[src/ctm_defs.vh]
`ifndef CTM_DEFS_VH
`define CTM_DEFS_VH

// Register byte offsets
`define CTM_ADR_CTRL      5'h00
`define CTM_ADR_MODE      5'h04
`define CTM_ADR_OUTCTL    5'h08
`define CTM_ADR_MASK      5'h0C
`define CTM_ADR_LOWCMP    5'h10
`define CTM_ADR_HIGHCMP   5'h14
`define CTM_ADR_STATUS    5'h18

// Control register fields
`define CTM_CTRL_RUN      0
`define CTM_CTRL_TOS      1
`define CTM_CTRL_CS_LO    2
`define CTM_CTRL_CS_HI    3
`define CTM_CTRL_EXT      4

// Mode register fields
`define CTM_MODE_MS_LO    0
`define CTM_MODE_MS_HI    1
`define CTM_MODE_DC_LO    2
`define CTM_MODE_DC_HI    3

// Output control fields
`define CTM_OC_OS_LO      0
`define CTM_OC_OS_HI      2
`define CTM_OC_PRESET     3

// Compare action mask fields
`define CTM_MK_RST        0
`define CTM_MK_TGL_CM     1
`define CTM_MK_IRQ_CM     2
`define CTM_MK_TGL_OVF    3
`define CTM_MK_IRQ_OVF    4

// Status fields
`define CTM_ST_LOW_LO     0
`define CTM_ST_LOW_HI     3
`define CTM_ST_HIGH_LO    4
`define CTM_ST_HIGH_HI    11
`define CTM_ST_TFF        12
`define CTM_ST_MOD        13
`define CTM_ST_PIN        14

// Reset values
`define CTM_RST_CTRL      5'h00
`define CTM_RST_MODE      4'hF
`define CTM_RST_OUTCTL    4'hF
`define CTM_RST_MASK      5'h00
`define CTM_RST_LOWCMP    4'h0
`define CTM_RST_HIGHCMP   8'h00
`define CTM_RST_RUN       1'b0
`define CTM_RST_MS        2'h3
`define CTM_RST_DC        2'h3
`define CTM_RST_OS        3'h7

// Clock select codes
`define CTM_CS_SYS        2'h0
`define CTM_CS_ITV        2'h1
`define CTM_CS_SHIFT      2'h2

// Counter modes
`define CTM_M_CASCADE     2'h3
`define CTM_M_PRESCALE    2'h2
`define CTM_M_INDEP_RUN   2'h1
`define CTM_M_INDEP_STOP  2'h0

// Duty cycle codes
`define CTM_DC_BYPASS     2'h3
`define CTM_DC_DIV2       2'h2
`define CTM_DC_DIV3       2'h1
`define CTM_DC_DIV4       2'h0

// Output modes
`define CTM_OM_TOGGLE     3'h7
`define CTM_OM_BURST_TFF  3'h6
`define CTM_OM_BURST_SO   3'h5
`define CTM_OM_BIPHASE    3'h4
`define CTM_OM_MANCH      3'h3
`define CTM_OM_SSI        3'h2
`define CTM_OM_PWM        3'h1

// Counter limits and values, zero read data
`define CTM_LOW_MAX       4'hF
`define CTM_HIGH_MAX      8'hFF
`define CTM_LOW_ZERO      4'h0
`define CTM_HIGH_ZERO     8'h00
`define CTM_DCG_ZERO      2'h0
`define CTM_DCG_ONE       2'h1
`define CTM_DCG_TWO       2'h2
`define CTM_DCG_THREE     2'h3
`define CTM_RD_ZERO       32'h00000000

`endif

[src/ctm_timer.v]
// Added by the designer: the Avalon-MM register port and the register addresses.
`include "ctm_defs.vh"

// Functional notes
// Four-bit and eight-bit up counters with compares
// Clock from system, pin, interval, shift
// Pin clock counts unsynchronised to system; here it is synchronised through ext_s1_q to ext_s3_q and counted on clk_in
// Pin clock keeps counting during sleep
// Four-bit stage drives prescaler clock output
// Compare value x gives x+1 counts
// Mask selects reset, toggle, interrupt actions
// Mode 1 cascades twelve-bit compare counter
// Mode 1: output from overflow, duty bypassed
// Mode 2 prescales; duty 25/33/50 percent
// Mode 2: prescaler output from low match
// Modes 3/4 independent; pin clock allowed
// Mode 3 runs prescaler, mode 4 clears
// Toggle mode inverts flip-flop on match
// Toggle on start inverts at timer start
// Overflow also toggles when enabled
// Burst modes gate duty output to pin
// Modulator starts/stops with shifter or match
// Low stage stops modulator at bit count
// Low stage plus duty form carrier prescaler
// Bi-phase and Manchester encoding of data
// Clock select 00 sys, 01 interval, 10 shift
// Run clear stops and resets counters
// Pulse width: first match per period only
// Match on equality, restart when enabled
// Interrupt on match/overflow when mask allows
module ctm_timer (
  input  wire        clk_in,
  input  wire        rst_n_in,
  input  wire        ce_in,
  input  wire [4:0]  avs_address_in,
  input  wire        avs_read_in,
  input  wire        avs_write_in,
  input  wire [31:0] avs_writedata_in,
  output reg  [31:0] avs_readdata_out,
  output reg         avs_waitrequest_out,
  input  wire        ext_count_clock_in,
  input  wire        interval_timer_out_in,
  input  wire        shift_clock_in,
  input  wire        shifter_run_flag_in,
  input  wire        serial_data_in,
  input  wire        sleep_in,
  output reg         timer_output_pin_out,
  output reg         prescaler_clock_out,
  output reg         duty_gen_output_out,
  output reg         timer_irq_out
);

  function rise;
    input prev;
    input cur;
    begin
      rise = cur & ~prev;
    end
  endfunction

  function [1:0] dcg_top;
    input [1:0] code;
    begin
      case (code)
        `CTM_DC_DIV2: dcg_top = `CTM_DCG_ONE;
        `CTM_DC_DIV3: dcg_top = `CTM_DCG_TWO;
        `CTM_DC_DIV4: dcg_top = `CTM_DCG_THREE;
        default:      dcg_top = `CTM_DCG_ZERO;
      endcase
    end
  endfunction

  // Software settings
  reg        run_q;
  reg        tos_q;
  reg [1:0]  clk_sel_q;
  reg        ext_hi_q;
  reg [1:0]  mode_q;
  reg [1:0]  duty_q;
  reg        preset_q;
  reg [2:0]  osel_q;
  reg [4:0]  mask_q;
  reg [3:0]  low_cmp_q;
  reg [7:0]  high_cmp_q;

  // Counting state
  reg [3:0]  low_q;
  reg [3:0]  low_d;
  reg [7:0]  high_q;
  reg [7:0]  high_d;
  reg [1:0]  dcg_cnt_q;
  reg [1:0]  dcg_cnt_d;
  reg        tff_q;
  reg        tff_d;
  reg        pwm_arm_q;
  reg        pwm_arm_d;

  // Modulator state
  reg        mod_act_q;
  reg        mod_act_d;
  reg        half_q;
  reg        half_d;
  reg        biph_q;
  reg        biph_d;
  reg        sir_prev_q;

  // Source edge tracking
  reg        ext_s1_q;
  reg        ext_s2_q;
  reg        ext_s3_q;
  reg        itv_prev_q;
  reg        shc_prev_q;

  // Bus read data, pin and duty levels
  reg [31:0] rdata_d;
  reg        pin_d;
  reg        dcg_lvl;

  wire       req        = avs_read_in | avs_write_in;
  wire       wr_acc     = avs_write_in & ~avs_waitrequest_out;
  wire       wr_ctrl    = wr_acc & (avs_address_in == `CTM_ADR_CTRL);
  wire       wr_mode    = wr_acc & (avs_address_in == `CTM_ADR_MODE);
  wire       wr_outctl  = wr_acc & (avs_address_in == `CTM_ADR_OUTCTL);
  wire       wr_mask    = wr_acc & (avs_address_in == `CTM_ADR_MASK);
  wire       wr_lowcmp  = wr_acc & (avs_address_in == `CTM_ADR_LOWCMP);
  wire       wr_highcmp = wr_acc & (avs_address_in == `CTM_ADR_HIGHCMP);

  // Clock sources; all but the pin clock are stopped while the oscillator sleeps
  wire       itv_tick = rise(itv_prev_q, interval_timer_out_in);
  wire       shc_tick = rise(shc_prev_q, shift_clock_in);
  // Pin clock edge; only the second and third stages are looked at
  wire       ext_tick = rise(ext_s3_q, ext_s2_q);
  reg        src_tick;

  always @* begin
    case (clk_sel_q)
      `CTM_CS_SYS:   src_tick = ~sleep_in;
      `CTM_CS_ITV:   src_tick = itv_tick & ~sleep_in;
      `CTM_CS_SHIFT: src_tick = shc_tick & ~sleep_in;
      default:       src_tick = 1'b0;
    endcase
  end

  wire       is_casc  = (mode_q == `CTM_M_CASCADE);
  wire       is_pre   = (mode_q == `CTM_M_PRESCALE);
  wire       is_indep = (mode_q == `CTM_M_INDEP_RUN) | (mode_q == `CTM_M_INDEP_STOP);
  wire       low_en   = run_q & (mode_q != `CTM_M_INDEP_STOP);
  wire       low_tick = low_en & src_tick;
  wire       low_hit  = (low_q == low_cmp_q);
  wire       low_ovf  = low_tick & (low_q == `CTM_LOW_MAX);
  wire       low_match = low_tick & low_hit & ~is_casc;

  // Pin clock reaches the high stage only in the independent modes
  wire       hi_src   = (is_indep & ext_hi_q) ? ext_tick : src_tick;
  wire [1:0] duty_eff = is_casc ? `CTM_DC_BYPASS : duty_q;
  wire       dcg_byp  = (duty_eff == `CTM_DC_BYPASS);
  wire       dcg_in   = run_q & (is_pre ? low_match : hi_src);
  wire       dcg_last = (dcg_cnt_q == dcg_top(duty_eff));
  wire       dcg_tick = dcg_in & (dcg_byp | dcg_last);
  wire       hi_tick  = is_casc ? low_ovf : dcg_tick;
  wire       high_hit = (high_q == high_cmp_q);

  // Stage two match: both halves agree in the cascaded mode
  wire       st2_match = is_casc ? (low_tick & low_hit & high_hit)
                                 : (hi_tick & high_hit);
  wire       st2_ovf   = hi_tick & (high_q == `CTM_HIGH_MAX);
  wire       rst_match = st2_match & mask_q[`CTM_MK_RST];
  wire       is_pwm    = (osel_q == `CTM_OM_PWM);
  wire       tgl_match = st2_match & mask_q[`CTM_MK_TGL_CM]
                         & (~is_pwm | pwm_arm_q);
  wire       tgl_ovf   = st2_ovf & mask_q[`CTM_MK_TGL_OVF];
  wire       run_start = wr_ctrl & avs_writedata_in[`CTM_CTRL_RUN] & ~run_q;
  wire       tgl_start = run_start & avs_writedata_in[`CTM_CTRL_TOS];
  wire       irq_d     = (st2_match & mask_q[`CTM_MK_IRQ_CM])
                         | (st2_ovf & mask_q[`CTM_MK_IRQ_OVF]);

  // Modulator start and stop
  wire       sir_fall  = sir_prev_q & ~shifter_run_flag_in;
  wire       sir_rise  = ~sir_prev_q & shifter_run_flag_in;
  wire       cm_stop   = low_match & (mode_q == `CTM_M_INDEP_RUN)
                         & (clk_sel_q == `CTM_CS_SHIFT);
  wire       half_evt  = mod_act_q & st2_match;

  always @* begin
    low_d = low_q;
    if (!low_en) begin
      low_d = `CTM_LOW_ZERO;
    end else if (low_tick) begin
      if (low_match | (is_casc & rst_match)) begin
        low_d = `CTM_LOW_ZERO;
      end else begin
        low_d = low_q + 4'h1;
      end
    end
  end

  always @* begin
    high_d = high_q;
    if (!run_q) begin
      high_d = `CTM_HIGH_ZERO;
    end else if (rst_match) begin
      high_d = `CTM_HIGH_ZERO;
    end else if (hi_tick) begin
      high_d = high_q + 8'h01;
    end
  end

  always @* begin
    dcg_cnt_d = dcg_cnt_q;
    if (!run_q || dcg_byp) begin
      dcg_cnt_d = `CTM_DCG_ZERO;
    end else if (dcg_in) begin
      dcg_cnt_d = dcg_last ? `CTM_DCG_ZERO : dcg_cnt_q + 2'h1;
    end
    // High for one of two, three or four input periods
    dcg_lvl = dcg_byp ? dcg_in : (run_q & (dcg_cnt_q == `CTM_DCG_ZERO));
  end

  always @* begin
    tff_d = tff_q;
    if (wr_outctl && !run_q) begin
      tff_d = avs_writedata_in[`CTM_OC_PRESET];
    end else begin
      tff_d = tff_q ^ tgl_match ^ tgl_ovf ^ tgl_start;
    end
    pwm_arm_d = pwm_arm_q;
    if (!run_q || st2_ovf) begin
      pwm_arm_d = 1'b1;
    end else if (tgl_match && is_pwm) begin
      pwm_arm_d = 1'b0;
    end
  end

  always @* begin
    mod_act_d = mod_act_q;
    half_d    = half_q;
    biph_d    = biph_q;
    if (sir_fall) begin
      mod_act_d = 1'b1;
      half_d    = 1'b0;
      biph_d    = 1'b0;
    end else if (sir_rise || cm_stop) begin
      mod_act_d = 1'b0;
    end else if (half_evt) begin
      half_d = ~half_q;
      // Bi-phase: edge at every bit start, extra mid-bit edge for a zero
      if (half_q || !serial_data_in) begin
        biph_d = ~biph_q;
      end
    end
  end

  always @* begin
    case (osel_q)
      `CTM_OM_TOGGLE:    pin_d = tff_q;
      `CTM_OM_PWM:       pin_d = tff_q;
      `CTM_OM_BURST_TFF: pin_d = dcg_lvl & tff_q;
      `CTM_OM_BURST_SO:  pin_d = dcg_lvl & serial_data_in & mod_act_q;
      `CTM_OM_BIPHASE:   pin_d = biph_q & mod_act_q;
      `CTM_OM_MANCH:     pin_d = (serial_data_in ^ half_q) & mod_act_q;
      `CTM_OM_SSI:       pin_d = serial_data_in;
      default:           pin_d = 1'b0;
    endcase
  end

  always @* begin
    rdata_d = `CTM_RD_ZERO;
    case (avs_address_in)
      `CTM_ADR_CTRL: begin
        rdata_d[`CTM_CTRL_RUN] = run_q;
        rdata_d[`CTM_CTRL_TOS] = tos_q;
        rdata_d[`CTM_CTRL_CS_HI:`CTM_CTRL_CS_LO] = clk_sel_q;
        rdata_d[`CTM_CTRL_EXT] = ext_hi_q;
      end
      `CTM_ADR_MODE: begin
        rdata_d[`CTM_MODE_MS_HI:`CTM_MODE_MS_LO] = mode_q;
        rdata_d[`CTM_MODE_DC_HI:`CTM_MODE_DC_LO] = duty_q;
      end
      `CTM_ADR_OUTCTL: begin
        rdata_d[`CTM_OC_OS_HI:`CTM_OC_OS_LO] = osel_q;
        rdata_d[`CTM_OC_PRESET] = preset_q;
      end
      `CTM_ADR_MASK: begin
        rdata_d[`CTM_MK_IRQ_OVF:`CTM_MK_RST] = mask_q;
      end
      `CTM_ADR_LOWCMP: begin
        rdata_d[`CTM_ST_LOW_HI:`CTM_ST_LOW_LO] = low_cmp_q;
      end
      `CTM_ADR_HIGHCMP: begin
        rdata_d[`CTM_ST_HIGH_HI - `CTM_ST_HIGH_LO:0] = high_cmp_q;
      end
      `CTM_ADR_STATUS: begin
        rdata_d[`CTM_ST_LOW_HI:`CTM_ST_LOW_LO] = low_q;
        rdata_d[`CTM_ST_HIGH_HI:`CTM_ST_HIGH_LO] = high_q;
        rdata_d[`CTM_ST_TFF] = tff_q;
        rdata_d[`CTM_ST_MOD] = mod_act_q;
        rdata_d[`CTM_ST_PIN] = timer_output_pin_out;
      end
      default: begin
        rdata_d = `CTM_RD_ZERO;
      end
    endcase
  end

  // Bus slave: one wait state, answer at the second edge
  always @(posedge clk_in) begin
    if (!rst_n_in) begin
      avs_waitrequest_out <= 1'b1;
      avs_readdata_out    <= `CTM_RD_ZERO;
    end else if (ce_in) begin
      avs_waitrequest_out <= ~(req & avs_waitrequest_out);
      if (avs_read_in && avs_waitrequest_out) begin
        avs_readdata_out <= rdata_d;
      end
    end
  end

  always @(posedge clk_in) begin
    if (!rst_n_in) begin
      run_q      <= `CTM_RST_RUN;
      tos_q      <= 1'b0;
      clk_sel_q  <= `CTM_CS_SYS;
      ext_hi_q   <= 1'b0;
      mode_q     <= `CTM_RST_MS;
      duty_q     <= `CTM_RST_DC;
      osel_q     <= `CTM_RST_OS;
      preset_q   <= 1'b1;
      mask_q     <= `CTM_RST_MASK;
      low_cmp_q  <= `CTM_RST_LOWCMP;
      high_cmp_q <= `CTM_RST_HIGHCMP;
    end else if (ce_in) begin
      if (wr_ctrl) begin
        run_q     <= avs_writedata_in[`CTM_CTRL_RUN];
        tos_q     <= avs_writedata_in[`CTM_CTRL_TOS];
        clk_sel_q <= avs_writedata_in[`CTM_CTRL_CS_HI:`CTM_CTRL_CS_LO];
        ext_hi_q  <= avs_writedata_in[`CTM_CTRL_EXT];
      end
      if (wr_mode) begin
        mode_q <= avs_writedata_in[`CTM_MODE_MS_HI:`CTM_MODE_MS_LO];
        duty_q <= avs_writedata_in[`CTM_MODE_DC_HI:`CTM_MODE_DC_LO];
      end
      if (wr_outctl) begin
        osel_q   <= avs_writedata_in[`CTM_OC_OS_HI:`CTM_OC_OS_LO];
        preset_q <= avs_writedata_in[`CTM_OC_PRESET];
      end
      if (wr_mask) begin
        mask_q <= avs_writedata_in[`CTM_MK_IRQ_OVF:`CTM_MK_RST];
      end
      if (wr_lowcmp) begin
        low_cmp_q <= avs_writedata_in[`CTM_ST_LOW_HI:`CTM_ST_LOW_LO];
      end
      if (wr_highcmp) begin
        high_cmp_q <= avs_writedata_in[`CTM_ST_HIGH_HI - `CTM_ST_HIGH_LO:0];
      end
    end
  end

  always @(posedge clk_in) begin
    if (!rst_n_in) begin
      low_q     <= `CTM_LOW_ZERO;
      high_q    <= `CTM_HIGH_ZERO;
      dcg_cnt_q <= `CTM_DCG_ZERO;
      tff_q     <= 1'b1;
      pwm_arm_q <= 1'b1;
      mod_act_q <= 1'b0;
      half_q    <= 1'b0;
      biph_q    <= 1'b0;
    end else if (ce_in) begin
      low_q     <= low_d;
      high_q    <= high_d;
      dcg_cnt_q <= dcg_cnt_d;
      tff_q     <= tff_d;
      pwm_arm_q <= pwm_arm_d;
      mod_act_q <= mod_act_d;
      half_q    <= half_d;
      biph_q    <= biph_d;
    end
  end

  // Pin clock crosses two flops first, so it cannot outrun clk_in
  always @(posedge clk_in) begin
    if (!rst_n_in) begin
      ext_s1_q   <= 1'b0;
      ext_s2_q   <= 1'b0;
      ext_s3_q   <= 1'b0;
      itv_prev_q <= 1'b0;
      shc_prev_q <= 1'b0;
      sir_prev_q <= 1'b1;
    end else if (ce_in) begin
      ext_s1_q   <= ext_count_clock_in;
      ext_s2_q   <= ext_s1_q;
      ext_s3_q   <= ext_s2_q;
      itv_prev_q <= interval_timer_out_in;
      shc_prev_q <= shift_clock_in;
      sir_prev_q <= shifter_run_flag_in;
    end
  end

  always @(posedge clk_in) begin
    if (!rst_n_in) begin
      timer_output_pin_out <= 1'b0;
      prescaler_clock_out  <= 1'b0;
      duty_gen_output_out  <= 1'b0;
      timer_irq_out        <= 1'b0;
    end else if (ce_in) begin
      timer_output_pin_out <= pin_d;
      prescaler_clock_out  <= is_casc ? low_ovf : low_match;
      duty_gen_output_out  <= dcg_lvl;
      timer_irq_out        <= irq_d;
    end
  end

endmodule // ctm_timer

[config.mk]
export PLATFORM = sky130hd
export DESIGN_NAME = ctm_timer
export DESIGN_NICKNAME = d
export VERILOG_FILES = /design/src/ctm_timer.v
export VERILOG_INCLUDE_DIRS = /design/src
export SDC_FILE = /design/constraint.sdc
export NUM_CORES = 1
export LEC_CHECK = 0
export BUFFER_PORTS_ARGS = -buffer_cell sky130_fd_sc_hd__buf_4
export CORE_MARGIN = 5
export CORE_UTILIZATION = 59
export DETAILED_ROUTE_END_ITERATION = 8
export GPL_ROUTABILITY_DRIVEN = 1
export HOLD_SLACK_MARGIN = 0.05
export PLACE_DENSITY_LB_ADDON = 0.2
export REMOVE_ABC_BUFFERS = 1
export SLEW_MARGIN = 20
export SYNTH_ARGS = -nofsm -noshare
export SYNTH_HDL_FRONTEND = slang
export SYNTH_SLANG_ARGS = --single-unit
[constraint.sdc]
create_clock -name clk_in -period 7.5 [get_ports clk_in]
set_input_delay 0.75 -clock clk_in [delete_from_list [all_inputs] [get_ports clk_in]]
set_output_delay 0.75 -clock clk_in [all_outputs]
set_load 0.03 [all_outputs]
==> flow_metrics.env <==
export IMPL_status="finished, final reports clean"
export IMPL_hold_viol=0
export IMPL_layout_commonest_cell="dfxtp_1"
export IMPL_pin_count=85
export IMPL_grt_pass1_vias=3505
export IMPL_rsz0062_at_grt="false"
export IMPL_tightest_slew_ns=1.01
export IMPL_synth_edf_count=0
export IMPL_avgSynthCellArea_um2=8.30
export IMPL_cts_tree="yes"
export IMPL_report_final_setup_viol=0
export IMPL_path_clk_slew_ns=0.08
export IMPL_avgRoutedWirePerCell_um=16.5
export IMPL_first_iter_violations=231
export IMPL_fp_row_count=30
export IMPL_hold_path_class="flip-flop to flip-flop"
export IMPL_fp_dieArea_um2=8720
export IMPL_critPathKind="flip-flop to flip-flop"
export IMPL_fin_ws_ns=4.26
export IMPL_max_stage_delay_ns=0.77
export IMPL_synthArstFlopShare=0
export IMPL_cts_buffers=9
export IMPL_drc=0
export IMPL_dieWidth_um=93.4
export IMPL_syn_cell_area_um2=4100
export IMPL_ctsHoldBuffers=0
export IMPL_fin_worst_skew_ns=0.0103
export IMPL_die_y_um=93.4
export IMPL_slew_headroom=0.322
export IMPL_min_period_ns=3.24
export IMPL_drt_pass1_iter_count=5
export IMPL_ir_worst_vdd_mv=0.147
export IMPL_power_switching_uw=204
export IMPL_power_density_nw_per_um2=180
export IMPL_dp_cells=605
export IMPL_seqPwrFrac=0.491
export IMPL_root_buffer="clkbuf_8"
export IMPL_wirelength_um=10200
export IMPL_maxCapViolCount=0
export IMPL_critPathBufInv=1
export IMPL_fill_cells=597
export IMPL_max_freq_ghz=0.308
export IMPL_drive_gt1_frac=0.143
export IMPL_final_cell_mix="dfxtp_1 (75), nor2_1 (55), nand2_1 (47)"
export IMPL_vias_per_cell=5.85
export IMPL_finalCritPeriodShare=0.432
export IMPL_grt_pass1_wl_um=16800
export IMPL_nets=575
export IMPL_crit_fanout=6
export IMPL_p_sw_frac=0.247
export IMPL_antenna_found_initial=0
export IMPL_internal_power_uw=622
export IMPL_p_leak_uw=0.00184
export IMPL_yosysSeqAreaShare=0.366
export IMPL_slowest_stage="nor4_1"
export IMPL_arrival_ns=3.53
export IMPL_start_util=0.603
export IMPL_core_area_um2=6790
export IMPL_synthCells=494
export IMPL_vias=3632
export IMPL_antenna_cells=0
export IMPL_hold_slack_ns=0.458
export IMPL_track_usage=0.243
export IMPL_post_cts_buffers=0
export IMPL_overflow=0
export IMPL_synthFlopType="dfxtp_1"
export IMPL_clockBufferDepth=2
export IMPL_ys_types=61
export IMPL_grt_max_degree=56
export IMPL_post_cts_resized=0
export IMPL_post_place_ws_ns=4.03
export IMPL_cp_top_family="simple AND/OR/NAND/NOR gates"
export IMPL_cts_sinks=75
export IMPL_htreeDepth=3
export IMPL_required_ns=7.78
export IMPL_final_cells=621
export IMPL_yosysWarnings=0
export IMPL_dp_hpwl_um=7290
export IMPL_power_share_clock=0.420
export IMPL_gp_congestion=0.921
export IMPL_finalMaxSlewViolations=0
export IMPL_fin_tns_setup_ns=0
export IMPL_critPathCaptureType="flip-flop"
export IMPL_drtAntennaViolNets=0
export IMPL_area_growth_pct=12.0
export IMPL_insertion_delay_ns=0.36
export IMPL_io_buffers=43
export IMPL_synth_seq_cells=75
export IMPL_crit_chain="inv_1 -> ha_1 -> and4bb_1 -> o311ai_1 -> o21a_1 -> or2_2 -> a2111oi_0 -> nor4_1 -> a31oi_1 -> mux2i_1"
export IMPL_startpoint_type="flip-flop"
export IMPL_power_share_combinational=0.089
==> kinds of logic (layout without fill, tap and decap cells) <==
family / after synthesis / after routing / share of synthesized area
multiplexers: 42 / 42 / 0.115
other: 1 / 17 / 0.000915
AO/OA/AOI/OAI: 99 / 99 / 0.162
XOR/XNOR: 13 / 13 / 0.0278
buffers and inverters: 63 / 78 / 0.0745
AND/OR/NAND/NOR: 194 / 194 / 0.233
flip-flops: 75 / 75 / 0.366
adder cells (fa/ha/maj): 7 / 7 / 0.0214
==> synth_stat cells, drive strengths merged, types with 2 or more instances <==
cell    count  area, µm²
a211oi      6       50.1
a21boi      3       22.5
a21oi      25        129
a22o        3       26.3
a22oi      12       90.1
a31o        2       17.5
a31oi       4       25.0
and2        2       12.5
and3        7       43.8
buf        20        144
clkbuf     25       93.8
dfxtp      75       1500
ha          7       87.6
inv        18       67.6
mux2i      37        370
mux4        4       90.1
nand2      47        176
nand3      35        175
nand3b      6       45.0
nand4      10       62.6
nor2       56        213
nor2b       7       43.8
nor3        4       20.0
nor3b       2       20.0
nor4        5       31.3
nor4bb      2       20.0
o211ai     10       80.1
o21a        2       15.0
o21ai      20        104
o22ai       2       12.5
o31ai       3       27.5
or3         4       25.0
or4b        2       20.0
xnor2       5       43.8
xor2        8       70.1
==> metrics by stage <==
step / total power, µW / cell area [µm²] / util
CTS: 832 / 4590 / 0.676
detailed placement: 488 / 4370 / 0.644
floorplan: 455 / 3920 / -
finish: 826 / 4590 / 0.676
global placement: 487 / 4370 / 0.644
global route: 854 / 4590 / 0.676
==> state kept, by name (all words and copies together) (netlist names), 2 cells and up <==
name	count
low_cmp_q	4
mode_q	2
clk_sel_q	2
avs_readdata_out	15
dcg_cnt_q	2
mask_q	5
osel_q	3
high_q	8
duty_q	2
low_q	4
high_cmp_q	8
==> worst min-delay path, cell delays in order (launching register included) <==
cell and delay (ns):
dfxtp_1 0.31, nand2_1 0.05, a21oi_1 0.05
==> power groups by stage <==
stage	Sequential [µW]	Clock [µW]	Combinational, µW
after floorplan	417	0	38.1
after global placement	415	0	72.3
after detailed placement	415	0	73.1
after CTS	406	353	73.3
after global routing	406	368	80.4
final	406	347	73.7
==> per-layer routing <==
| metal | global-route usage | wire, µm | vias to the layer above | part of all wire |
|---|---|---|---|---|
| li1 | - | - | 1774 | - |
| met1 | 0.306 | 4430 | 1722 | 0.43 |
| met2 | 0.403 | 5020 | 117 | 0.49 |
| met3 | 0.0451 | 545 | 19 | 0.053 |
| met4 | 0.107 | 225 | 0 | 0.022 |
| met5 | 0 | 0 | - | 0 |
==> layout make-up <==
type | count | area [µm²] | area share
tap | 96 | 120 | 0.0262
sequential | 75 | 1500 | 0.327
inverter | 18 | 67.6 | 0.0147
timing repair buffer | 44 | 330 | 0.0719
multi-input combinational | 372 | 2350 | 0.513
clock buffer | 12 | 145 | 0.0316
clock inverter | 4 | 73.8 | 0.0161
==> final timing paths <==
kind / startpoint / end / slack, ns / cells after the start
min: avs_readdata_out[6] / avs_readdata_out[6] / 0.46 / 2
min reg2reg: avs_readdata_out[6] / avs_readdata_out[6] / 0.46 / 2
max reg2reg: clk_sel_q[1] / low_q[2] / 4.26 / 10
max: clk_sel_q[1] / low_q[2] / 4.26 / 10
Note: power is estimated with default switching activity, not from simulation.
